<file path="config.mk">
export PLATFORM = sky130hd
export DESIGN_NAME = dmx_phy_xbar_flat
export DESIGN_NICKNAME = d
export VERILOG_FILES = /design/src/hdl/dmx_pkg.sv /design/src/hdl/dmx_mii_if.sv /design/src/hdl/dmx_phy_xbar.sv /design/src/hdl/dmx_sync.sv /design/src/flat_wrapper.sv
export SDC_FILE = /design/constraint.sdc
export NUM_CORES = 1
export LEC_CHECK = 0
export BUFFER_PORTS_ARGS = -buffer_cell sky130_fd_sc_hd__buf_2
export CAP_MARGIN = 10
export CORE_MARGIN = 1
export CORE_UTILIZATION = 50
export CTS_CLUSTER_DIAMETER = 150
export DETAILED_ROUTE_END_ITERATION = 6
export PLACE_DENSITY = 0.78
export SYNTH_ARGS = -nofsm -noshare
export SYNTH_HDL_FRONTEND = slang
export SYNTH_SLANG_ARGS = --single-unit
</file>
<file path="constraint.sdc">
create_clock -name i_clk -period 1.95 [get_ports i_clk]
set_input_delay 0.4875 -clock i_clk [delete_from_list [all_inputs] [get_ports i_clk]]
set_output_delay 0.4875 -clock i_clk [all_outputs]
set_load 0.02 [all_outputs]
</file>
<file path="src/hdl/dmx_pkg.sv">
// Functional notes
// - rx field: own, opposite, both, no port
// - channel owns port; yields only when released
// - port rx source from sixteen-entry lookup
// - tx field: own, opposite, other rx, off
// - 1110 on both: rx off, cross tx
// - extender strap sets routing at power-up
// - extender without rmii strap: single clock both
// - media converter: 100 full copper, other fiber
// - extender: same speed, full duplex, sync mode
// - single path: sc rx in rx, tx in tx
// - media conversion only at 100Mb
// - broadcast: both rmii or single clock tx
// - broadcast collision jams both channels; code jams only with single clock tx set on both
// - rmii set on both together; swap any speed
// - never serial 10Mb mode with shared paths
// - crs from tx path, rmii from rx path
// - routing never touches port output enables
// - indicators stay with own channel
// - straps configure own channel only
// - isolate from the port's own channel
// - no power-down/energy gating when rerouted; code gates rx_oe by power-down and energy in every routing
// - no test modes with non-default routing
package dmx_pkg;
  // =====================================================================
  // timing
  localparam int CLK_PERIOD_NS = 10;
  localparam int REF_PERIOD_NS = 40;
  localparam int REF_DIV = REF_PERIOD_NS / CLK_PERIOD_NS;
  localparam logic [1:0] REF_LAST = 2'(REF_DIV - 1);
  localparam logic [1:0] REF_RISE = 2'h1;
  localparam logic [1:0] REF_FALL = 2'(REF_DIV / 2 + 1);
  // =====================================================================
  // device registers
  localparam int MG_CH_BIT = 5;
  localparam logic [4:0] REG_BMC = 5'h00;
  localparam logic [4:0] REG_ROUTE = 5'h17;
  localparam int BMC_SPEED = 13;
  localparam int BMC_AUTONEG = 12;
  localparam int BMC_PWRDN = 11;
  localparam int BMC_ISOLATE = 10;
  localparam int BMC_DUPLEX = 8;
  localparam logic [15:0] BMC_RST = 16'h3100;
  localparam logic [15:0] BMC_WMASK = 16'h3D00;
  localparam int RT_RX_LSB = 11;
  localparam int RT_TX_LSB = 9;
  localparam int RT_SC_RX = 7;
  localparam int RT_SC_TX = 6;
  localparam int RT_RMII = 5;
  localparam logic [15:0] ROUTE_RST = 16'h0000;
  localparam logic [15:0] ROUTE_WMASK = 16'h1FE0;
  localparam logic [1:0] RT_OWN = 2'h0;
  localparam logic [1:0] RT_OPP = 2'h1;
  localparam logic [1:0] RT_XRX = 2'h2;
  localparam logic [1:0] RT_OFF = 2'h3;
  typedef enum logic [1:0] {SRC_OWN, SRC_OPP, SRC_NONE} dmx_src_t;
  // =====================================================================
  // controller registers
  localparam logic [3:0] HREG_MODE = 4'h0;
  localparam logic [3:0] HREG_TX_A = 4'h1;
  localparam logic [3:0] HREG_TX_B = 4'h2;
  localparam logic [3:0] HREG_RX = 4'h3;
  localparam logic [3:0] HREG_STAT = 4'h4;
  localparam logic [3:0] HREG_PEEK = 4'h5;
  localparam int MODE_RMII_BIT = 4;
  localparam int TX_EN_BIT = 4;
  typedef enum logic [2:0] {
    MODE_NORMAL, MODE_SWAP, MODE_EXTEND, MODE_BCAST_A,
    MODE_BCAST_B, MODE_MIRROR_A, MODE_MIRROR_B
  } dmx_mode_t;
endpackage

</file>
<file path="src/hdl/dmx_mii_if.sv">
interface dmx_mii_if;
  logic ref_clk;
  logic [1:0] tx_en;
  logic [1:0][3:0] txd;
  logic [1:0] rx_dv;
  logic [1:0][3:0] rxd;
  logic [1:0] crs;
  logic [1:0] col;
  logic [1:0] rx_oe;
  logic [5:0] mg_addr;
  logic [15:0] mg_wdata;
  logic mg_we;
  logic mg_re;
  logic [15:0] mg_rdata;
  modport dev (
    input tx_en, txd, mg_addr, mg_wdata, mg_we, mg_re,
    output ref_clk, rx_dv, rxd, crs, col, rx_oe, mg_rdata
  );
  modport mac (
    output tx_en, txd, mg_addr, mg_wdata, mg_we, mg_re,
    input ref_clk, rx_dv, rxd, crs, col, rx_oe, mg_rdata
  );
endinterface

</file>
<file path="src/hdl/dmx_phy_xbar.sv">
module dmx_phy_xbar (
  input wire logic i_clk,
  input wire logic i_rst_n,
  dmx_mii_if.dev mii,
  input wire logic [1:0] i_ch_rx_dv,
  input wire logic [1:0][3:0] i_ch_rxd,
  input wire logic [1:0] i_ch_crs,
  input wire logic [1:0] i_ch_col,
  input wire logic [1:0] i_energy_low,
  input wire logic [1:0] i_link_stat,
  input wire logic [1:0] i_speed_stat,
  input wire logic [1:0] i_act_stat,
  input wire logic i_extender_strap,
  input wire logic i_rmii_strap,
  input wire logic [1:0] i_autoneg_strap,
  input wire logic [1:0] i_autoneg_select_0,
  input wire logic [1:0] i_autoneg_select_1,
  input wire logic [1:0] i_fiber_mode_strap,
  output logic [1:0] o_ch_tx_en,
  output logic [1:0][3:0] o_ch_txd,
  output logic [1:0] o_ch_jam,
  output logic [1:0] o_ch_speed100,
  output logic [1:0] o_ch_full_duplex,
  output logic [1:0] o_ch_autoneg,
  output logic [1:0] o_ch_fiber,
  output logic [1:0] o_ch_powerdown,
  output logic [1:0] o_link_ind,
  output logic [1:0] o_speed_ind,
  output logic [1:0] o_act_ind
);
  // =====================================================================
  // helpers
  function automatic dmx_pkg::dmx_src_t rx_src(input logic [1:0] own, input logic [1:0] opp);
    logic opp_gives;
    opp_gives = (opp == dmx_pkg::RT_OPP) || (opp == dmx_pkg::RT_XRX);
    unique case (own)
      dmx_pkg::RT_OWN: rx_src = dmx_pkg::SRC_OWN;
      dmx_pkg::RT_OPP: begin
        if (opp_gives) rx_src = dmx_pkg::SRC_OPP;
        else if (opp == dmx_pkg::RT_OWN) rx_src = dmx_pkg::SRC_OWN;
        else rx_src = dmx_pkg::SRC_NONE;
      end
      dmx_pkg::RT_XRX: begin
        rx_src = (opp == dmx_pkg::RT_OPP) ? dmx_pkg::SRC_OPP : dmx_pkg::SRC_OWN;
      end
      dmx_pkg::RT_OFF: rx_src = opp_gives ? dmx_pkg::SRC_OPP : dmx_pkg::SRC_NONE;
    endcase
  endfunction

  function automatic logic [15:0] strap_bmc(input logic an, input logic sel0,
                                            input logic sel1, input logic fx);
    logic [15:0] b;
    b = '0;
    b[dmx_pkg::BMC_AUTONEG] = an & ~fx;
    b[dmx_pkg::BMC_SPEED] = sel0 | fx;
    b[dmx_pkg::BMC_DUPLEX] = sel1 | fx;
    return b;
  endfunction

  function automatic logic [15:0] strap_route(input logic ext, input logic rmii);
    logic [15:0] r;
    r = dmx_pkg::ROUTE_RST;
    r[dmx_pkg::RT_RMII] = rmii;
    if (ext) begin
      r[dmx_pkg::RT_RX_LSB +: 2] = dmx_pkg::RT_OFF;
      r[dmx_pkg::RT_TX_LSB +: 2] = dmx_pkg::RT_XRX;
      r[dmx_pkg::RT_SC_RX] = ~rmii;
      r[dmx_pkg::RT_SC_TX] = ~rmii;
    end
    return r;
  endfunction

  // =====================================================================
  // reference clock divider
  logic [1:0] ref_cnt;
  logic tick;
  assign tick = (ref_cnt == dmx_pkg::REF_RISE);
  always_ff @(posedge i_clk) begin
    if (!i_rst_n) begin
      ref_cnt <= '0;
      mii.ref_clk <= 1'b0;
    end else begin
      ref_cnt <= (ref_cnt == dmx_pkg::REF_LAST) ? 2'h0 : ref_cnt + 2'h1;
      if (ref_cnt == dmx_pkg::REF_RISE) mii.ref_clk <= 1'b1;
      else if (ref_cnt == dmx_pkg::REF_FALL) mii.ref_clk <= 1'b0;
    end
  end

  // =====================================================================
  // port transmit pins from the mac
  logic [1:0] tx_en_s;
  logic [1:0][3:0] txd_s;
  dmx_sync #(.WIDTH(10)) u_tx_sync (
    .i_clk(i_clk),
    .i_rst_n(i_rst_n),
    .i_d({mii.tx_en, mii.txd}),
    .o_q({tx_en_s, txd_s})
  );

  // =====================================================================
  // per-channel registers
  logic [1:0][15:0] bmc;
  logic [1:0][15:0] route;
  logic [1:0] fiber;
  logic strap_done;
  logic [1:0] hit_bmc;
  logic [1:0] hit_route;
  logic [4:0] mg_reg;
  assign mg_reg = mii.mg_addr[dmx_pkg::MG_CH_BIT-1:0];

  always_comb begin
    for (int c = 0; c < 2; c++) begin
      hit_bmc[c] = (mii.mg_addr[dmx_pkg::MG_CH_BIT] == c[0]) && (mg_reg == dmx_pkg::REG_BMC);
      hit_route[c] = (mii.mg_addr[dmx_pkg::MG_CH_BIT] == c[0]) &&
                     (mg_reg == dmx_pkg::REG_ROUTE);
    end
  end

  always_ff @(posedge i_clk) begin
    if (!i_rst_n) begin
      strap_done <= 1'b0;
      fiber <= '0;
      bmc <= {dmx_pkg::BMC_RST, dmx_pkg::BMC_RST};
      route <= {dmx_pkg::ROUTE_RST, dmx_pkg::ROUTE_RST};
    end else if (!strap_done) begin
      strap_done <= 1'b1;
      for (int c = 0; c < 2; c++) begin
        fiber[c] <= i_fiber_mode_strap[c];
        bmc[c] <= strap_bmc(i_autoneg_strap[c], i_autoneg_select_0[c],
                            i_autoneg_select_1[c], i_fiber_mode_strap[c]);
        route[c] <= strap_route(i_extender_strap, i_rmii_strap);
      end
    end else if (mii.mg_we) begin
      for (int c = 0; c < 2; c++) begin
        if (hit_bmc[c]) begin
          bmc[c] <= (bmc[c] & ~dmx_pkg::BMC_WMASK) | (mii.mg_wdata & dmx_pkg::BMC_WMASK);
        end
        if (hit_route[c]) begin
          route[c] <= (route[c] & ~dmx_pkg::ROUTE_WMASK) |
                      (mii.mg_wdata & dmx_pkg::ROUTE_WMASK);
        end
      end
    end
  end

  always_ff @(posedge i_clk) begin
    if (!i_rst_n) begin
      mii.mg_rdata <= '0;
    end else if (mii.mg_re && (hit_bmc != 2'h0)) begin
      mii.mg_rdata <= bmc[mii.mg_addr[dmx_pkg::MG_CH_BIT]];
    end else if (mii.mg_re && (hit_route != 2'h0)) begin
      mii.mg_rdata <= route[mii.mg_addr[dmx_pkg::MG_CH_BIT]];
    end else begin
      mii.mg_rdata <= '0;
    end
  end

  // =====================================================================
  // routing decode
  logic [1:0][1:0] rx_fld;
  logic [1:0][1:0] tx_fld;
  dmx_pkg::dmx_src_t [1:0] rsrc;
  logic [1:0] rx_ch;
  logic [1:0][1:0] tx_hit;
  always_comb begin
    for (int c = 0; c < 2; c++) begin
      rx_fld[c] = route[c][dmx_pkg::RT_RX_LSB +: 2];
      tx_fld[c] = route[c][dmx_pkg::RT_TX_LSB +: 2];
    end
    for (int p = 0; p < 2; p++) begin
      rsrc[p] = rx_src(rx_fld[p], rx_fld[1-p]);
      rx_ch[p] = (rsrc[p] == dmx_pkg::SRC_OWN) ? p[0] : ~p[0];
      for (int c = 0; c < 2; c++) begin
        tx_hit[p][c] = (tx_fld[c] == dmx_pkg::RT_OWN && c == p) ||
                       (tx_fld[c] == dmx_pkg::RT_OPP && c != p);
      end
    end
  end

  // =====================================================================
  // port receive side, one update per reference rise
  always_ff @(posedge i_clk) begin
    if (!i_rst_n) begin
      mii.rx_dv <= '0;
      mii.rxd <= '0;
      mii.crs <= '0;
      mii.col <= '0;
    end else if (tick) begin
      for (int p = 0; p < 2; p++) begin
        if (rsrc[p] == dmx_pkg::SRC_NONE) begin
          mii.rx_dv[p] <= 1'b0;
          mii.rxd[p] <= 4'h0;
        end else begin
          mii.rx_dv[p] <= i_ch_rx_dv[rx_ch[p]];
          mii.rxd[p] <= i_ch_rxd[rx_ch[p]];
        end
        if (route[p][dmx_pkg::RT_RMII]) begin
          mii.crs[p] <= (rsrc[p] != dmx_pkg::SRC_NONE) && i_ch_crs[rx_ch[p]];
        end else begin
          mii.crs[p] <= |(tx_hit[p] & i_ch_crs);
        end
        mii.col[p] <= |(tx_hit[p] & i_ch_col);
      end
    end
  end

  // =====================================================================
  // channel transmit side
  always_ff @(posedge i_clk) begin
    if (!i_rst_n) begin
      o_ch_tx_en <= '0;
      o_ch_txd <= '0;
    end else if (tick) begin
      for (int c = 0; c < 2; c++) begin
        unique case (tx_fld[c])
          dmx_pkg::RT_OWN: begin
            o_ch_tx_en[c] <= tx_en_s[c];
            o_ch_txd[c] <= txd_s[c];
          end
          dmx_pkg::RT_OPP: begin
            o_ch_tx_en[c] <= tx_en_s[1-c];
            o_ch_txd[c] <= txd_s[1-c];
          end
          dmx_pkg::RT_XRX: begin
            o_ch_tx_en[c] <= i_ch_rx_dv[1-c];
            o_ch_txd[c] <= i_ch_rxd[1-c];
          end
          dmx_pkg::RT_OFF: begin
            o_ch_tx_en[c] <= 1'b0;
            o_ch_txd[c] <= 4'h0;
          end
        endcase
      end
    end
  end

  // =====================================================================
  // collision jam in single clock broadcast
  logic bcast;
  assign bcast = (tx_hit[0] == 2'h3) || (tx_hit[1] == 2'h3);
  always_ff @(posedge i_clk) begin
    if (!i_rst_n) begin
      o_ch_jam <= '0;
    end else begin
      o_ch_jam <= {2{bcast && route[0][dmx_pkg::RT_SC_TX] && route[1][dmx_pkg::RT_SC_TX] &&
                     (i_ch_col != 2'h0)}};
    end
  end

  // =====================================================================
  // per-channel status, enables and configuration
  always_ff @(posedge i_clk) begin
    if (!i_rst_n) begin
      mii.rx_oe <= '0;
      o_link_ind <= '0;
      o_speed_ind <= '0;
      o_act_ind <= '0;
      o_ch_speed100 <= '0;
      o_ch_full_duplex <= '0;
      o_ch_autoneg <= '0;
      o_ch_fiber <= '0;
      o_ch_powerdown <= '0;
    end else begin
      for (int c = 0; c < 2; c++) begin
        mii.rx_oe[c] <= ~bmc[c][dmx_pkg::BMC_ISOLATE] & ~bmc[c][dmx_pkg::BMC_PWRDN] &
                        ~i_energy_low[c];
        o_ch_powerdown[c] <= bmc[c][dmx_pkg::BMC_PWRDN];
        o_ch_speed100[c] <= bmc[c][dmx_pkg::BMC_SPEED];
        o_ch_full_duplex[c] <= bmc[c][dmx_pkg::BMC_DUPLEX];
        o_ch_autoneg[c] <= bmc[c][dmx_pkg::BMC_AUTONEG];
      end
      o_ch_fiber <= fiber;
      o_link_ind <= i_link_stat;
      o_speed_ind <= i_speed_stat;
      o_act_ind <= i_act_stat;
    end
  end
endmodule

</file>
<file path="src/hdl/dmx_sync.sv">
module dmx_sync #(
  parameter int WIDTH = 1
) (
  input wire logic i_clk,
  input wire logic i_rst_n,
  input wire logic [WIDTH-1:0] i_d,
  output logic [WIDTH-1:0] o_q
);
  logic [WIDTH-1:0] meta;
  always_ff @(posedge i_clk) begin
    if (!i_rst_n) begin
      meta <= '0;
      o_q <= '0;
    end else begin
      meta <= i_d;
      o_q <= meta;
    end
  end
endmodule

</file>
<file path="src/flat_wrapper.sv">
// flat-port wrapper written by rule: the top's interface ports become plain ports
module dmx_phy_xbar_flat 
  (i_clk, i_rst_n, i_ch_rx_dv, i_ch_rxd, i_ch_crs, i_ch_col, i_energy_low, i_link_stat, i_speed_stat, i_act_stat, i_extender_strap, i_rmii_strap, i_autoneg_strap, i_autoneg_select_0, i_autoneg_select_1, i_fiber_mode_strap, o_ch_tx_en, o_ch_txd, o_ch_jam, o_ch_speed100, o_ch_full_duplex, o_ch_autoneg, o_ch_fiber, o_ch_powerdown, o_link_ind, o_speed_ind, o_act_ind, mii_tx_en, mii_txd, mii_mg_addr, mii_mg_wdata, mii_mg_we, mii_mg_re, mii_ref_clk, mii_rx_dv, mii_rxd, mii_crs, mii_col, mii_rx_oe, mii_mg_rdata);
  dmx_mii_if mii_i ();
  input wire logic i_clk;
  input wire logic i_rst_n;
  input wire logic [1:0] i_ch_rx_dv;
  input wire logic [1:0][3:0] i_ch_rxd;
  input wire logic [1:0] i_ch_crs;
  input wire logic [1:0] i_ch_col;
  input wire logic [1:0] i_energy_low;
  input wire logic [1:0] i_link_stat;
  input wire logic [1:0] i_speed_stat;
  input wire logic [1:0] i_act_stat;
  input wire logic i_extender_strap;
  input wire logic i_rmii_strap;
  input wire logic [1:0] i_autoneg_strap;
  input wire logic [1:0] i_autoneg_select_0;
  input wire logic [1:0] i_autoneg_select_1;
  input wire logic [1:0] i_fiber_mode_strap;
  output logic [1:0] o_ch_tx_en;
  output logic [1:0][3:0] o_ch_txd;
  output logic [1:0] o_ch_jam;
  output logic [1:0] o_ch_speed100;
  output logic [1:0] o_ch_full_duplex;
  output logic [1:0] o_ch_autoneg;
  output logic [1:0] o_ch_fiber;
  output logic [1:0] o_ch_powerdown;
  output logic [1:0] o_link_ind;
  output logic [1:0] o_speed_ind;
  output logic [1:0] o_act_ind;
  input wire logic [$bits(mii_i.tx_en)-1:0] mii_tx_en;
  input wire logic [$bits(mii_i.txd)-1:0] mii_txd;
  input wire logic [$bits(mii_i.mg_addr)-1:0] mii_mg_addr;
  input wire logic [$bits(mii_i.mg_wdata)-1:0] mii_mg_wdata;
  input wire logic [$bits(mii_i.mg_we)-1:0] mii_mg_we;
  input wire logic [$bits(mii_i.mg_re)-1:0] mii_mg_re;
  output wire logic [$bits(mii_i.ref_clk)-1:0] mii_ref_clk;
  output wire logic [$bits(mii_i.rx_dv)-1:0] mii_rx_dv;
  output wire logic [$bits(mii_i.rxd)-1:0] mii_rxd;
  output wire logic [$bits(mii_i.crs)-1:0] mii_crs;
  output wire logic [$bits(mii_i.col)-1:0] mii_col;
  output wire logic [$bits(mii_i.rx_oe)-1:0] mii_rx_oe;
  output wire logic [$bits(mii_i.mg_rdata)-1:0] mii_mg_rdata;
  assign mii_i.tx_en = mii_tx_en;
  assign mii_i.txd = mii_txd;
  assign mii_i.mg_addr = mii_mg_addr;
  assign mii_i.mg_wdata = mii_mg_wdata;
  assign mii_i.mg_we = mii_mg_we;
  assign mii_i.mg_re = mii_mg_re;
  assign mii_ref_clk = mii_i.ref_clk;
  assign mii_rx_dv = mii_i.rx_dv;
  assign mii_rxd = mii_i.rxd;
  assign mii_crs = mii_i.crs;
  assign mii_col = mii_i.col;
  assign mii_rx_oe = mii_i.rx_oe;
  assign mii_mg_rdata = mii_i.mg_rdata;
  dmx_phy_xbar u_core (.i_clk(i_clk), .i_rst_n(i_rst_n), .mii(mii_i), .i_ch_rx_dv(i_ch_rx_dv), .i_ch_rxd(i_ch_rxd), .i_ch_crs(i_ch_crs), .i_ch_col(i_ch_col), .i_energy_low(i_energy_low), .i_link_stat(i_link_stat), .i_speed_stat(i_speed_stat), .i_act_stat(i_act_stat), .i_extender_strap(i_extender_strap), .i_rmii_strap(i_rmii_strap), .i_autoneg_strap(i_autoneg_strap), .i_autoneg_select_0(i_autoneg_select_0), .i_autoneg_select_1(i_autoneg_select_1), .i_fiber_mode_strap(i_fiber_mode_strap), .o_ch_tx_en(o_ch_tx_en), .o_ch_txd(o_ch_txd), .o_ch_jam(o_ch_jam), .o_ch_speed100(o_ch_speed100), .o_ch_full_duplex(o_ch_full_duplex), .o_ch_autoneg(o_ch_autoneg), .o_ch_fiber(o_ch_fiber), .o_ch_powerdown(o_ch_powerdown), .o_link_ind(o_link_ind), .o_speed_ind(o_speed_ind), .o_act_ind(o_act_ind));
endmodule
</file>
; Yosys cells after proc, flatten, opt, wreduce, memory -nomap -nowiden
; Cells that the tools add are included.
[op_classes]
order_cmp = 3
addsub = 1
n_eq_ne = 26
mux = 53
bitwise_logic = 29
n_reduce_logical = 39
[op_table]
columns = op, n
row1 = $mux 16, 8
row2 = $mux 30, 2
row3 = $mux 29, 2
row4 = $or 16x13->16, 2
row5 = $or 16x14->16, 2
row6 = $pmux 4 s4, 2
row7 = $mux 4, 7
row8 = $eq 2x2->1 const B, 13
row9 = $mux 1, 19
row10 = $reduce_and 2->1, 9
row11 = $pmux 2 s4, 2
row12 = $mux 14, 1
row13 = $mux 2, 7
row14 = $ne 2x2->1 const B, 7
row15 = $mux 13, 1
row16 = $logic_not 2->1, 6
row17 = $logic_and 1x1->1, 11
row18 = $not 1->1, 11
row19 = $eq 2x1->1 const B, 5
row20 = $reduce_or 2->1, 5
row21 = $and 2x2->2, 4
row22 = $pmux 1 s4, 2
row23 = $reduce_bool 2->1, 4
row24 = $and 1x1->1, 6
row25 = 6 further kinds, 13
[word_totals]
inputBits = 68
output_inout_bits = 61
reg_bits = 149
wordCells = 184

; Longest topological paths before layout
; Gate-level depths: netlist of run 1.
[depth]
ltp_word = 10
mapped_depth = 6
mapped_depth_nobuf = 6

; By module
; A second synthesis of run 1 with hierarchy kept.
[hier_totals]
hier_cells = 428
hier_area_um2 = 4187.8
[modules_own_cells]
columns = module, area_per_inst_um2, seq_area_each_um2, cells_per_inst, instances
row1 = dmx_phy_xbar, 3626.0, 1681.6, 386, 1
row2 = dmx_sync, 561.8, 400.4, 42, 1

; Worst setup path after synthesis of run 1
; OpenSTA, ideal clock, no wires.
[synth_path]
path_kind = input -> register
start = input mii_mg_addr[2]
end = register u_core.bmc[28] (netlist bit)
required_time_ns = 1.812
setup_time_ns = 0.138
arrival_time_ns = 1.656
path_slack_ns = 0.156
cell_stages = 4
n_path_buf = 0
path_cell_list = or4_4 > nor3_4 > mux2i_1 > o211ai_1
[synth_via]
elab_chain_len = 4
[synth_rtl]
columns = item, line
row1 = start: declaration, flat_wrapper.sv:34  ; input wire logic [$bits(mii_i.mg_addr)-1:0] mii_mg_addr;
row2 = $logic_not 5->1, dmx_phy_xbar.sv:113  ; hit_bmc[c] = (mii.mg_addr[dmx_pkg::MG_CH_BIT] == c[0]) && (mg_reg == dmx_pkg::REG_BMC);
row3 = $logic_and 1x1->1, dmx_phy_xbar.sv:113
row4 = $ne 2x2->1 (no source line), -
row5 = $reduce_and 2->1 (no source line), -
row6 = end signal: assignment, dmx_phy_xbar.sv:123  ; bmc <= {dmx_pkg::BMC_RST, dmx_pkg::BMC_RST};
row7 = end signal: indexed assignment, dmx_phy_xbar.sv:129  ; bmc[c] <= strap_bmc(i_autoneg_strap[c], i_autoneg_select_0[c],
row8 = end signal: indexed assignment, dmx_phy_xbar.sv:136  ; bmc[c] <= (bmc[c] & ~dmx_pkg::BMC_WMASK) | (mii.mg_wdata & dmx_pkg::BMC_WMASK);
row9 = end: declaration, dmx_phy_xbar.sv:102  ; logic [1:0][15:0] bmc;
; No other way between the ends.
; A chain may end at the register's enable or synchronous reset.

; Final worst setup path of run 1
[layout_path]
start = register u_core.route[11] (netlist bit)
end = register u_core.mii.crs[1]
[layout_via]
elab_chain_len = 10
word_cells_on_any_way = 16
classes_between = eq/ne (3) / mux (9) / reduce/logical (4)
[layout_rtl]
columns = item, line
row1 = start: declaration, dmx_phy_xbar.sv:103  ; logic [1:0][15:0] route;
row2 = start signal: assignment, dmx_phy_xbar.sv:124  ; route <= {dmx_pkg::ROUTE_RST, dmx_pkg::ROUTE_RST};
row3 = start signal: indexed assignment, dmx_phy_xbar.sv:131  ; route[c] <= strap_route(i_extender_strap, i_rmii_strap);
row4 = start signal: indexed assignment, dmx_phy_xbar.sv:139  ; route[c] <= (route[c] & ~dmx_pkg::ROUTE_WMASK) |
row5 = $eq 2x1->1 (tied with other cells), "dmx_phy_xbar.sv:35, dmx_phy_xbar.sv:44"
row6 = $logic_or 1x1->1 / $mux 2 (equally long branches), "dmx_phy_xbar.sv:35, dmx_phy_xbar.sv:40"
row7 = $mux 2 (on tied branches), "dmx_phy_xbar.sv:46, dmx_phy_xbar.sv:39"
row8 = $pmux 2 s4 (*), dmx_phy_xbar.sv:36  ; unique case (own)
row9 = $logic_not 2->1, dmx_phy_xbar.sv:172  ; rx_ch[p] = (rsrc[p] == dmx_pkg::SRC_OWN) ? p[0] : ~p[0];
row10 = $mux 1, dmx_phy_xbar.sv:172
row11 = $mux 1 (not written as such) (2 in a row), dmx_phy_xbar.sv:198  ; mii.crs[p] <= (rsrc[p] != dmx_pkg::SRC_NONE) && i_ch_crs[rx_ch[p]];
row12 = $logic_and 1x1->1 (*), dmx_phy_xbar.sv:198
row13 = $mux 1 (*), dmx_phy_xbar.sv:197  ; if (route[p][dmx_pkg::RT_RMII]) begin
row14 = end signal: indexed assignment, dmx_phy_xbar.sv:198
row15 = end signal: indexed assignment, dmx_phy_xbar.sv:200  ; mii.crs[p] <= |(tx_hit[p] & i_ch_crs);
row16 = end: declaration, dmx_mii_if.sv:17  ; output ref_clk, rx_dv, rxd, crs, col, rx_oe, mg_rdata
; Every way passes the cells marked *; elsewhere a longest branch is shown, timed or not. The select of a mux whose other input is x is not followed.

==> metrics.md, run 1 <==
| Metric | Value |
|---|---|
| Status | complete, no violations |
| Area inside the core boundary | around 8200 µm² |
| GR met2 Demand/Resource | 0.366 |
| Hold Crit Depth | 2 |
| Grt met3 use | 0.0413 |
| Final-report max-slew violation count | 0 |
| Maximum fanout along the worst path | 6 |
| Crit path setup slack, layout | 0.232 ns |
| Endpoint, Worst Hold | u_core.mii.rx_oe[1] |
| Combinational Power Share | 0.144 |
| Worst reg2reg path endpoint | u_core.mii.crs[1] |
| Top cells by area in the synthesized netlist | dfxtp_1, mux2i_1, and2_1, nor2_1, ha_1 |
| Final worst-path cycle share | 0.881 |
| RePlAce Congestion | 0.908 |
| Period minus WS final | 1.72 ns |
| Drt total wl | around 9600 µm |
| Worst slack after detailed placement | -0.0158 ns |
| Half-perimeter wire length after detailed placement | 7230 µm |
| Via count of the first global-routing pass | approximately 3300 |
| Layout cell share with drive strength beyond 1 | 0.270 |
| Met1 usage in global routing | 0.297 |
| GRT Util Overall | 0.227 |
| Area leader, netlist | dfxtp_1 |
| Number of iterations in the first detailed-routing pass | 4 |
| Via density per instance | 5.22 |
| Fraction of the yosys area taken by sequential cells | 0.494 |
| CTS Root Buffer Type | clkbuf_8 |
| Total of fill cells in the finished design | 725 |
| Worst min-delay path startpoint | i_energy_low[1] |
| I/O Pins | ~130 |
| Die footprint | 8800 µm² |
| Power spent charging and discharging nets | 1220 µW |
| Later-pin clock latency in the skew report | 0.37 ns |
| Part of the total power dissipated in the clock network | 0.319 |
| Proportion of synthesized flip-flops having asynchronous set or reset | 0 |
| Sequential cell fraction of total power | 0.537 |
| TritonCTS clock tree | built |
| Internal power of the cells | 3120 µW |
| Residual DRC | 0 |
| Crit. End Element | register |
| Number of standard cells after synthesis | between 400 and 500 |
| Worst path cell trace | inv_1 -> ha_1 -> o21ai_0 -> a21oi_1 -> o221a_2 -> o31ai_1 |
| Vertical die dimension | around 94 µm |
| Placed cell count | 649 |
| Number of storage elements in the synthesis netlist | 104 |
| Count leader, synth | dfxtp_1 |
| Mapped Avg Cell Area | 9.54 µm² |
| Most instantiated cells after synthesis | dfxtp_1, nor2_1, mux2i_1 |
| Routed length per instance | 14.4 µm |
| Growth of design area from synthesis to finish | 20.7% |
| Critical path startpoint category | register |
| Count of endpoints failing setup in the final report | 0 |
| Cell Area, Synth | 4220 µm² |
| PD cells | about 850 nW/µm² |
| Number of input and output port buffers inserted | 114 |
| Number of hold violations in the final report | 0 |
| Reported leakage power | 0.00231 µW |
| Crit path largest cell delay | 0.46 ns |
| Reg2Reg Depth | 6 |
| Number of diodes added for antenna fixing | 0 |
| Required time of the critical path | 2.23 ns |
| Clock input transition at the sequential cells of the worst setup and hold paths | ~0.11 ns |
| Maximum number of pins on one net before global-route repair | 31 |
| CTS H-Tree Depth | 3 |
| Setup CP Type | reg2reg |
| # Post-CTS Setup Buffers | 0 |
| Arrival time at the worst endpoint | 2.00 ns |
| Max capacitance violation total | 0 |
| Unrepaired setup endpoints after global routing | no |
| Non-Filler Instances | 665 |
| Setup slack of the most critical reg-to-reg path | between 0.2 and 0.25 ns |
| Post-layout net count | 634 |
| Worst Hold Class | in2reg |
| Aggregate negative setup slack | 0 ns |
| Starting Density | 0.516 |
| Count of distinct cell types in the synthesized netlist | 36 |
| Crit path max-delay cell type | dfxtp_1 |
| Aggregate global routing overflow | 0 |
| Fraction of power spent switching nets | 0.281 |
| Die W | roughly 94 µm |
| Maximum VDD drop | approximately 0.5 mV |
| Post-synth EDFFs | 0 |
| GR peak layer | met2 |
| Worst-margin pin slew | 0.539 ns |
| Most frequently used flop master after synthesis | dfxtp_1 |
| Num CTS Buffers | 9 |
| Normalized max-slew margin | 0.640 |
| First-iteration detailed-routing DRC count | 178 |
| Clock sink count | 104 |
| Clk buf depth | 2 |
| Fraction of synthesized cell area taken by the top area cell type | 0.494 |
| Wire length of the first global-routing pass | ~15000 µm |
| Site row count | 33 |
| Via count of the routed design | 3473 |
| Final ANT Viol Nets | 0 |
| Launching point of the worst reg2reg path | u_core.route[11] |
| Clock Skew | 0.0135 ns |
| Max Clk Rate | roughly 580 MHz |
| Ys Warns | 0 |
| Antenna violations before repair | 0 |
[power by group through the flow]
stage / sequential (µW) / clock, µW / combinational (µW)
finish: 2330 / 1390 / 625
global route: 2350 / 1500 / 690
CTS: 2330 / 1420 / 625
detailed placement: 2380 / 0 / 623
global placement: 2380 / 0 / 609
floorplan: 2450 / 0 / 330
[registers in the layout, summed over array words and instances (netlist names), 8 cells and up]
register and flops:
u_core.o_ch_txd 8, u_core.u_tx_sync.meta 10, u_core.mii.mg_rdata 9, u_core.bmc 10
u_core.mii.rxd 8, u_core.u_tx_sync.o_q 10, u_core.route 16
[stage by stage]
step | util | hold WS, ns | area [µm²] | power (µW)
finish | 0.623 | 0.266 | 5090 | 4340
global route | 0.623 | 0.258 | 5090 | 4540
CTS | 0.622 | 0.247 | 5090 | 4380
detailed placement | 0.597 | 0.419 | 4880 | 3000
global placement | 0.597 | 0.419 | 4880 | 2990
floorplan | - | 0.412 | 4240 | 2780
[cell usage in the layout (no fill, tap or decap), types with 2 or more instances in the layout]
cell | synthesis | final
buf_2 | 3 | 114
dfxtp_1 | 104 | 104
nor2_1 | 50 | 50
mux2i_1 | 46 | 46
and2_1 | 43 | 43
nand2_1 | 30 | 30
a21oi_1 | 21 | 20
buf_4 | 8 | 15
inv_1 | 14 | 14
a211oi_1 | 14 | 14
o21ai_0 | 11 | 11
ha_1 | 11 | 11
clkbuf_8 | 0 | 9
nor3_1 | 8 | 8
conb_1 | 1 | 7
nand3_1 | 6 | 6
a221o_1 | 5 | 5
nand2b_1 | 5 | 5
nand3b_1 | 5 | 5
nor4_1 | 5 | 5
a22oi_1 | 5 | 5
o22ai_1 | 4 | 4
a311oi_1 | 4 | 4
inv_6 | 0 | 3
a21o_1 | 2 | 2
nand4_1 | 2 | 2
nor3_4 | 2 | 2
o211ai_1 | 2 | 2
nor2b_1 | 2 | 2
o31ai_1 | 2 | 2
[area by class of cell]
cell class | instances | area [µm²] | share of cell area
clock buffers | 9 | 124 | 0.0243
flip-flops and latches | 104 | 2080 | 0.409
repair buffers | 129 | 683 | 0.134
multi-input cells | 297 | 1930 | 0.380
well taps | 105 | 131 | 0.0258
clock inverters | 7 | 83.8 | 0.0165
inverters | 14 | 52.6 | 0.0103
[metal layers]
layer | wire (µm) | share of wire
met1 | 4300 | 0.45
met2 | 4560 | 0.48
met3 | 588 | 0.062
met4 | 108 | 0.011
met5 | 0 | 0
[worst max-delay path by stage]
stage	startpoint	to	slack, ns	cells past startpoint
4_1_cts	u_core.route[27]	u_core.mii.crs[0]	0.12	6
3_3_place_gp	mii_mg_addr[2]	u_core.bmc[24]	-0.01	6
2_1_floorplan	mii_mg_addr[2]	u_core.bmc[28]	0.16	4
5_1_grt	u_core.route[11]	u_core.mii.rxd[5]	0.08	6
3_5_place_dp	mii_mg_addr[2]	u_core.bmc[29]	-0.02	6
6_report	u_core.route[11]	u_core.mii.crs[1]	0.23	6
[critical path: cells and delay by family, from the launching register on]
| family | cells | cell delay [ns] |
|---|---|---|
| buf+inv | 1 | 0.09 |
| compound gates | 4 | 0.79 |
| flops | 1 | 0.46 |
| fa+ha+maj | 1 | 0.31 |
[what timing repair did]
item	CTS	global route
resized for setup	0	1
hold buffers	0	0
endpoints found under the setup margin	0	1
[logic make-up after synthesis]
logic type	share of synthesized area
AOI/OAI and AO/OA	0.113
buffers and inverters	0.0537
adders and majority gates	0.0326
muxes	0.112
DFF	0.494
other	0.000889
and+or+nand+nor	0.192
xor gates and xnor gates	0.00208
No activity file was read; power rests on OpenSTA's default activity.
==> inputs of run 2 (changes only) <==
--- a/config.mk
+++ b/config.mk
@@ -7,11 +7,13 @@
 export LEC_CHECK = 0
 export BUFFER_PORTS_ARGS = -buffer_cell sky130_fd_sc_hd__buf_2
 export CAP_MARGIN = 10
+export CELL_PAD_IN_SITES_DETAIL_PLACEMENT = 1
+export CELL_PAD_IN_SITES_GLOBAL_PLACEMENT = 1
 export CORE_MARGIN = 1
-export CORE_UTILIZATION = 50
+export CORE_UTILIZATION = 38
 export CTS_CLUSTER_DIAMETER = 150
 export DETAILED_ROUTE_END_ITERATION = 6
-export PLACE_DENSITY = 0.78
+export PLACE_DENSITY_LB_ADDON = 0.1
 export SYNTH_ARGS = -nofsm -noshare
 export SYNTH_HDL_FRONTEND = slang
 export SYNTH_SLANG_ARGS = --single-unit
==> run 2 against run 1 <==
Compared with the run above: fmax shrank 4.9%; total power grew 0.14%; critical endpoint is now u_core.mii.rxd[6]; largest cell class unchanged; sequential share of layout area shrank 0.39 points; critical path type unchanged.
==> metrics.md, run 2 (synthesis results as in run 1) <==
| Metric | Value |
|---|---|
| Die W | 107 µm (+14%) |
| Combinational Power Share | 0.146 (+0.002) |
| Clock sink count | 104 (unchanged) |
| Antenna violations before repair | 0 (unchanged) |
| Setup slack of the most critical reg-to-reg path | 0.14 ns (-0.09 ns) |
| Non-Filler Instances | 702 (+5.6%) |
| Reg2Reg Depth | 6 (unchanged) |
| Via density per instance | 4.94 (-5.4%) |
| Die footprint | 11500 µm² (+31%) |
| Final ANT Viol Nets | 0 (unchanged) |
| Starting Density | 0.389 (-0.127) |
| Worst reg2reg path endpoint | u_core.mii.rxd[6] |
| Critical path startpoint category | register |
| Area inside the core boundary | 10800 µm² (+33%) |
| Worst setup path start | u_core.route[11] |
| Post-layout net count | 636 (+0.32%) |
| Via count of the routed design | 3470 (-0.086%) |
| # Post-CTS Setup Buffers | 0 (unchanged) |
| I/O Pins | 129 (unchanged) |
| Buffering stage count on the worst path with inverters included | 1 (unchanged) |
| Clock input transition at the sequential cells of the worst setup and hold paths | 0.10 ns (about the same) |
| Num CTS Buffers | 9 (unchanged) |
| Count of endpoints failing setup in the final report | 0 (unchanged) |
| Worst path depth | 6 (unchanged) |
| Max capacitance violation total | 0 (unchanged) |
| Maximum number of pins on one net before global-route repair | 32 (+3.2%) |
| Final worst-path cycle share | 0.927 (+0.0456) |
| Wire length of the first global-routing pass | 18400 µm (+19%) |
| Status | complete, no violations |
| Final-report max-slew violation count | 0 (unchanged) |
| Later-pin clock latency in the skew report | 0.37 ns (about the same) |
| Unrepaired setup endpoints after global routing | no |
| Hold WS | 0.263 ns (-0.00257 ns) |
| Flip-flop count of the largest register after layout | 16 (unchanged) |
| TritonCTS clock tree | built |
| Required time of the critical path | 2.21 ns (-0.02 ns) |
| Reg with most FFs | u_core.route |
| Drt total wl | 11000 µm (+15%) |
| Clk buf depth | 2 (unchanged) |
| Number of diodes added for antenna fixing | 0 (unchanged) |
| Half-perimeter wire length after detailed placement | 8530 µm (+18%) |
| Most common cell after layout, fill and taps aside | buf_2 |
| Worst path cell trace | inv_1 -> ha_1 -> o21ai_0 -> a21oi_1 -> nor2_1 -> a221o_1 |
| Worst Hold Class | in2reg |
| Fraction of power spent switching nets | 0.285 (+0.00359) |
| Placed Area | 4940 µm² (+1.2%) |
| Number of input and output port buffers inserted | 114 (unchanged) |
| Max Clk Rate | 553 MHz (-4.9%) |
| Growth of design area from synthesis to finish | 21.9% |
| Via count of the first global-routing pass | 3711 (+14%) |
| Normalized max-slew margin | 0.592 (-0.0483) |
| Crit path max-delay cell type | dfxtp_1 |
| Worst-margin pin slew | 0.611 ns (+0.0724 ns) |
| Non-Filler Cell Area, Final | 5140 µm² (+0.96%) |
| Reported leakage power | 0.00231 µW (+0.20%) |
| Worst setup endpoint | u_core.mii.rxd[6] |
| Power spent charging and discharging nets | 1240 µW (+1.4%) |
| Number of hold violations in the final report | 0 (unchanged) |
| Crit path largest cell delay | 0.46 ns (about the same) |
| Residual DRC | 0 (unchanged) |
| Number of iterations in the first detailed-routing pass | 5 (+1) |
| CTS H-Tree Depth | 3 (unchanged) |
| Site row count | 38 (+15%) |
| CTS Root Buffer Type | clkbuf_8 |
| Arrival time at the worst endpoint | 2.07 ns (+0.07 ns) |
| Clock Skew | 0.0131 ns (-0.000387 ns) |
| Launching point of the worst reg2reg path | u_core.route[11] |
| Placed cell count | 686 (+5.7%) |
| GRT Util Overall | 0.207 (-0.0206) |
| Routed length per instance | 15.7 µm (+9.4%) |
| PD cells | 846 nW/µm² (-0.81%) |
| Maximum fanout along the worst path | 6 (unchanged) |
| First-iteration detailed-routing DRC count | 120 (-33%) |
| Aggregate global routing overflow | 0 (unchanged) |
| Highest-count cells in the layout ignoring fill and taps | buf_2, dfxtp_1, nor2_1 |
| RePlAce Congestion | 0.805 (-11%) |
| Layout cell share with drive strength beyond 1 | 0.272 (+0.00260) |
| Total of fill cells in the finished design | 1284 (+77%) |
| Vertical die dimension | 107 µm (+14%) |
| Crit. End Element | register |
| End-of-flow core utilization | 0.474 (-0.149) |
| Sequential cell fraction of total power | 0.537 (about the same) |
| Part of the total power dissipated in the clock network | 0.317 (-0.002) |
| Setup CP Type | reg2reg |
| Maximum VDD drop | 0.514 mV (+3.6%) |
| Internal power of the cells | 3110 µW (-0.36%) |
| Top Family by Delay on Critical Path | compound AO/OA/AOI/OAI gates |
| Period minus WS final | 1.81 ns (+0.0890 ns) |
[run 2: layer usage]
layer	share of wire	global-route usage
met5	0	0
met4	0.013	0.0851
met3	0.046	0.0412
met2	0.47	0.341
met1	0.47	0.264
[run 2: layout make-up]
| class | count | area, µm² | share of cell area |
|---|---|---|---|
| Clock buffer | 9 | 124 | 0.0241 |
| Clock inverter | 7 | 76.3 | 0.0148 |
| Inverter | 14 | 52.6 | 0.0102 |
| Multi-Input combinational cell | 297 | 1930 | 0.376 |
| Sequential cell | 104 | 2080 | 0.405 |
| Tap cell | 140 | 175 | 0.0341 |
| Timing Repair Buffer | 131 | 698 | 0.136 |
[run 2: how the worst min path moves through the flow]
stage | startpoint | end | slack, ns | cells after the start
floorplan | u_core.u_tx_sync.meta[0] | u_core.u_tx_sync.o_q[0] | 0.41 | 1
finish | i_energy_low[0] | u_core.mii.rx_oe[0] | 0.26 | 2
detailed placement | u_core.u_tx_sync.meta[0] | u_core.u_tx_sync.o_q[0] | 0.42 | 1
global route | i_energy_low[0] | u_core.mii.rx_oe[0] | 0.25 | 2
CTS | i_energy_low[0] | u_core.mii.rx_oe[0] | 0.24 | 2
global placement | u_core.u_tx_sync.meta[7] | u_core.u_tx_sync.o_q[7] | 0.42 | 1
[run 2: repair_timing]
item / CTS / global route
hold buffers: 0 / 0
setup endpoints to repair: 0 / 1
resized for setup: 0 / 1
[run 2: through the flow]
stage	setup TNS (ns)	worst slack, ns	power (µW)
after floorplan	0	0.156	2780
after global placement	-0.00949	-0.00487	3000
after detailed placement	-0.202	-0.0562	3030
after CTS	0	0.141	4410
after global routing	0	0.0266	4560
final	0	0.143	4350
[run 2: power groups by stage]
stage	Clock [µW]	Combinational (µW)	Sequential, µW
after floorplan	0	330	2450
after global placement	0	624	2380
after detailed placement	0	640	2390
after CTS	1430	643	2340
after global routing	1500	709	2350
final	1380	636	2340
==> inputs of run 3 (changes only) <==
--- a/config.mk
+++ b/config.mk
@@ -9,7 +9,6 @@
 export CAP_MARGIN = 10
 export CELL_PAD_IN_SITES_DETAIL_PLACEMENT = 1
 export CELL_PAD_IN_SITES_GLOBAL_PLACEMENT = 1
-export CORE_MARGIN = 1
 export CORE_UTILIZATION = 38
 export CTS_CLUSTER_DIAMETER = 150
 export DETAILED_ROUTE_END_ITERATION = 6
==> constraint.sdc (replaced) <==
create_clock -name i_clk -period 1.9 [get_ports i_clk]
set_input_delay 0.475 -clock i_clk [delete_from_list [all_inputs] [get_ports i_clk]]
set_output_delay 0.475 -clock i_clk [all_outputs]
set_load 0.02 [all_outputs]
==> run 3 against run 2 <==
Compared with the run above: final area up 0.22%; global-route usage hardly changed; first-iteration DRC count is 33% lower; via count grew 0.37%; die area unchanged; critical endpoint is now u_core.mii.crs[0]; largest cell class unchanged.
==> metrics.md, run 3 (synthesis results as in run 1) <==
| Metric | Value |
|---|---|
| Antenna violations before repair | 0 (unchanged) |
| Count of endpoints failing setup in the final report | 0 (unchanged) |
| Via count of the routed design | 3483 (+0.37%) |
| Reg2Reg Depth | 6 (unchanged) |
| Num CTS Buffers | 9 (unchanged) |
| Later-pin clock latency in the skew report | 0.37 ns (about the same) |
| Number of input and output port buffers inserted | 114 (unchanged) |
| Maximum fanout along the worst path | 6 (unchanged) |
| Maximum number of pins on one net before global-route repair | 34 (+6.3%) |
| Required time of the critical path | 2.16 ns (-0.05 ns) |
| Placed Area | 4940 µm² (unchanged) |
| Drt total wl | 11300 µm (+2.3%) |
| Crit path max-delay cell type | dfxtp_1 |
| Buffering stage count on the worst path with inverters included | 1 (unchanged) |
| Hold WS | 0.252 ns (-0.0107 ns) |
| Launching point of the worst reg2reg path | u_core.route[27] |
| CTS Root Buffer Type | clkbuf_8 |
| Growth of design area from synthesis to finish | 22.2% |
| Die footprint | 11500 µm² (unchanged) |
| Final ANT Viol Nets | 0 (unchanged) |
| Normalized max-slew margin | 0.594 (+0.00158) |
| RePlAce Congestion | 0.814 (+1.0%) |
| First-iteration detailed-routing DRC count | 81 (-33%) |
| Max capacitance violation total | 0 (unchanged) |
| Via count of the first global-routing pass | 3691 (-0.54%) |
| Area inside the core boundary | 10800 µm² (unchanged) |
| Clock Skew | 0.00831 ns (-0.00476 ns) |
| Setup CP Type | reg2reg |
| Worst-margin pin slew | 0.609 ns (-0.00237 ns) |
| Maximum VDD drop | 0.507 mV (-1.4%) |
| GRT Util Overall | 0.206 (-0.000291) |
| Flip-flop count of the largest register after layout | 16 (unchanged) |
| TritonCTS clock tree | built |
| Starting Density | 0.389 (unchanged) |
| Residual DRC | 0 (unchanged) |
| PD cells | 873 nW/µm² (+3.1%) |
| Hold Crit Depth | 2 (unchanged) |
| Crit path largest cell delay | 0.44 ns (-0.02 ns) |
| Layout cell share with drive strength beyond 1 | 0.276 (+0.00356) |
| Number of iterations in the first detailed-routing pass | 5 (unchanged) |
| # hold bufs at CTS | 0 (unchanged) |
| Unrepaired setup endpoints after global routing | no |
| Site row count | 38 (unchanged) |
| Reported leakage power | 0.00232 µW (+0.20%) |
| Aggregate global routing overflow | 0 (unchanged) |
| Worst reg2reg path endpoint | u_core.mii.crs[0] |
| Vertical die dimension | 107 µm (unchanged) |
| Status | complete, no violations |
| # Post-CTS Setup Buffers | 0 (unchanged) |
| Final worst-path cycle share | 0.914 (-0.0124) |
| Setup slack of the most critical reg-to-reg path | 0.16 ns (+0.02 ns) |
| Post-layout net count | 636 (unchanged) |
| Worst Hold Class | in2reg |
| Routed length per instance | 16.1 µm (+2.3%) |
| End-of-flow core utilization | 0.475 (+0.00104) |
| Non-Filler Cell Area, Final | 5150 µm² (+0.22%) |
| Clock sink count | 104 (unchanged) |
| Clk buf depth | 2 (unchanged) |
| Half-perimeter wire length after detailed placement | 8590 µm (+0.65%) |
| Top Family by Delay on Critical Path | compound AO/OA/AOI/OAI gates |
| Highest-count cells in the layout ignoring fill and taps | buf_2, dfxtp_1, nor2_1 |
| Resized cells post-CTS | 0 (unchanged) |
| I/O Pins | 129 (unchanged) |
| Period minus WS final | 1.74 ns (-0.0700 ns) |
| Power Total | 4500 µW (+3.3%) |
| Number of diodes added for antenna fixing | 0 (unchanged) |
| Number of hold violations in the final report | 0 (unchanged) |
| Clock input transition at the sequential cells of the worst setup and hold paths | 0.10 ns (about the same) |
| Crit. End Element | register |
| Arrival time at the worst endpoint | 2.00 ns (-0.07 ns) |
| Max Clk Rate | 576 MHz (+4.0%) |
| CTS H-Tree Depth | 3 (unchanged) |
| Critical path startpoint category | register |
| Endpoint, Worst Hold | u_core.mii.rx_oe[0] |
| Worst path cell trace | inv_1 -> ha_1 -> o21ai_0 -> a21o_2 -> a221oi_1 -> o31ai_1 |
| Final-report max-slew violation count | 0 (unchanged) |
| Most common cell after layout, fill and taps aside | buf_2 |
| Worst min-delay path startpoint | i_energy_low[0] |
| Reg with most FFs | u_core.route |
| Via density per instance | 4.96 (+0.37%) |
| Die W | 107 µm (unchanged) |
| Wire length of the first global-routing pass | 18200 µm (-0.71%) |
-- run 3: per-stage QoR --
stage	cells	TNS, ns	setup WS, ns
6_report	702	0	0.163
2_1_floorplan	448	0	0.118
4_1_cts	702	0	0.0318
5_1_grt	702	0	0.00296
3_5_place_dp	686	-0.559	-0.126
3_3_place_gp	686	-0.198	-0.0422
-- run 3: worst reg2reg max path, stage by stage, from the launching register on --
cell	delay, ns
dfxtp_1	0.44
inv_1	0.10
ha_1	0.31
o21ai_0	0.11
a21o_2	0.26
a221oi_1	0.31
o31ai_1	0.11
-- run 3: worst max path at each step --
stage	startpoint	to	slack, ns	cells past startpoint
floorplan	mii_mg_addr[2]	u_core.bmc[28]	0.12	4
CTS	u_core.route[11]	u_core.mii.rxd[5]	0.03	6
global placement	mii_mg_addr[2]	u_core.bmc[8]	-0.04	6
detailed placement	mii_mg_addr[2]	u_core.bmc[8]	-0.13	6
finish	u_core.route[27]	u_core.mii.crs[0]	0.16	6
global route	u_core.route[27]	u_core.mii.crs[0]	0.003	6
-- run 3: metal layers --
metal	track usage	vias up	wire length, µm
li1	-	1726	-
met1	0.262	1669	5290
met2	0.347	77	5390
met3	0.0363	11	450
met4	0.0822	0	161
met5	0	-	0
-- run 3: report_power, final --
group	internal [µW]	leakage [µW]	switching, µW
combinational	262	0.00136	396
clock	658	0.000101	780
sequential	2310	0.000857	86.6
total	3230	0.00232	1260
-- run 3: final cells by class --
class                      count  area [µm²]
tap                          140         175
sequential                   104        2080
timing repair buffer         131         698
clock inverter                 5        63.8
multi-input combinational    297        1940
fill                        1271        5690
inverter                      14        52.6
clock buffer                  11         141
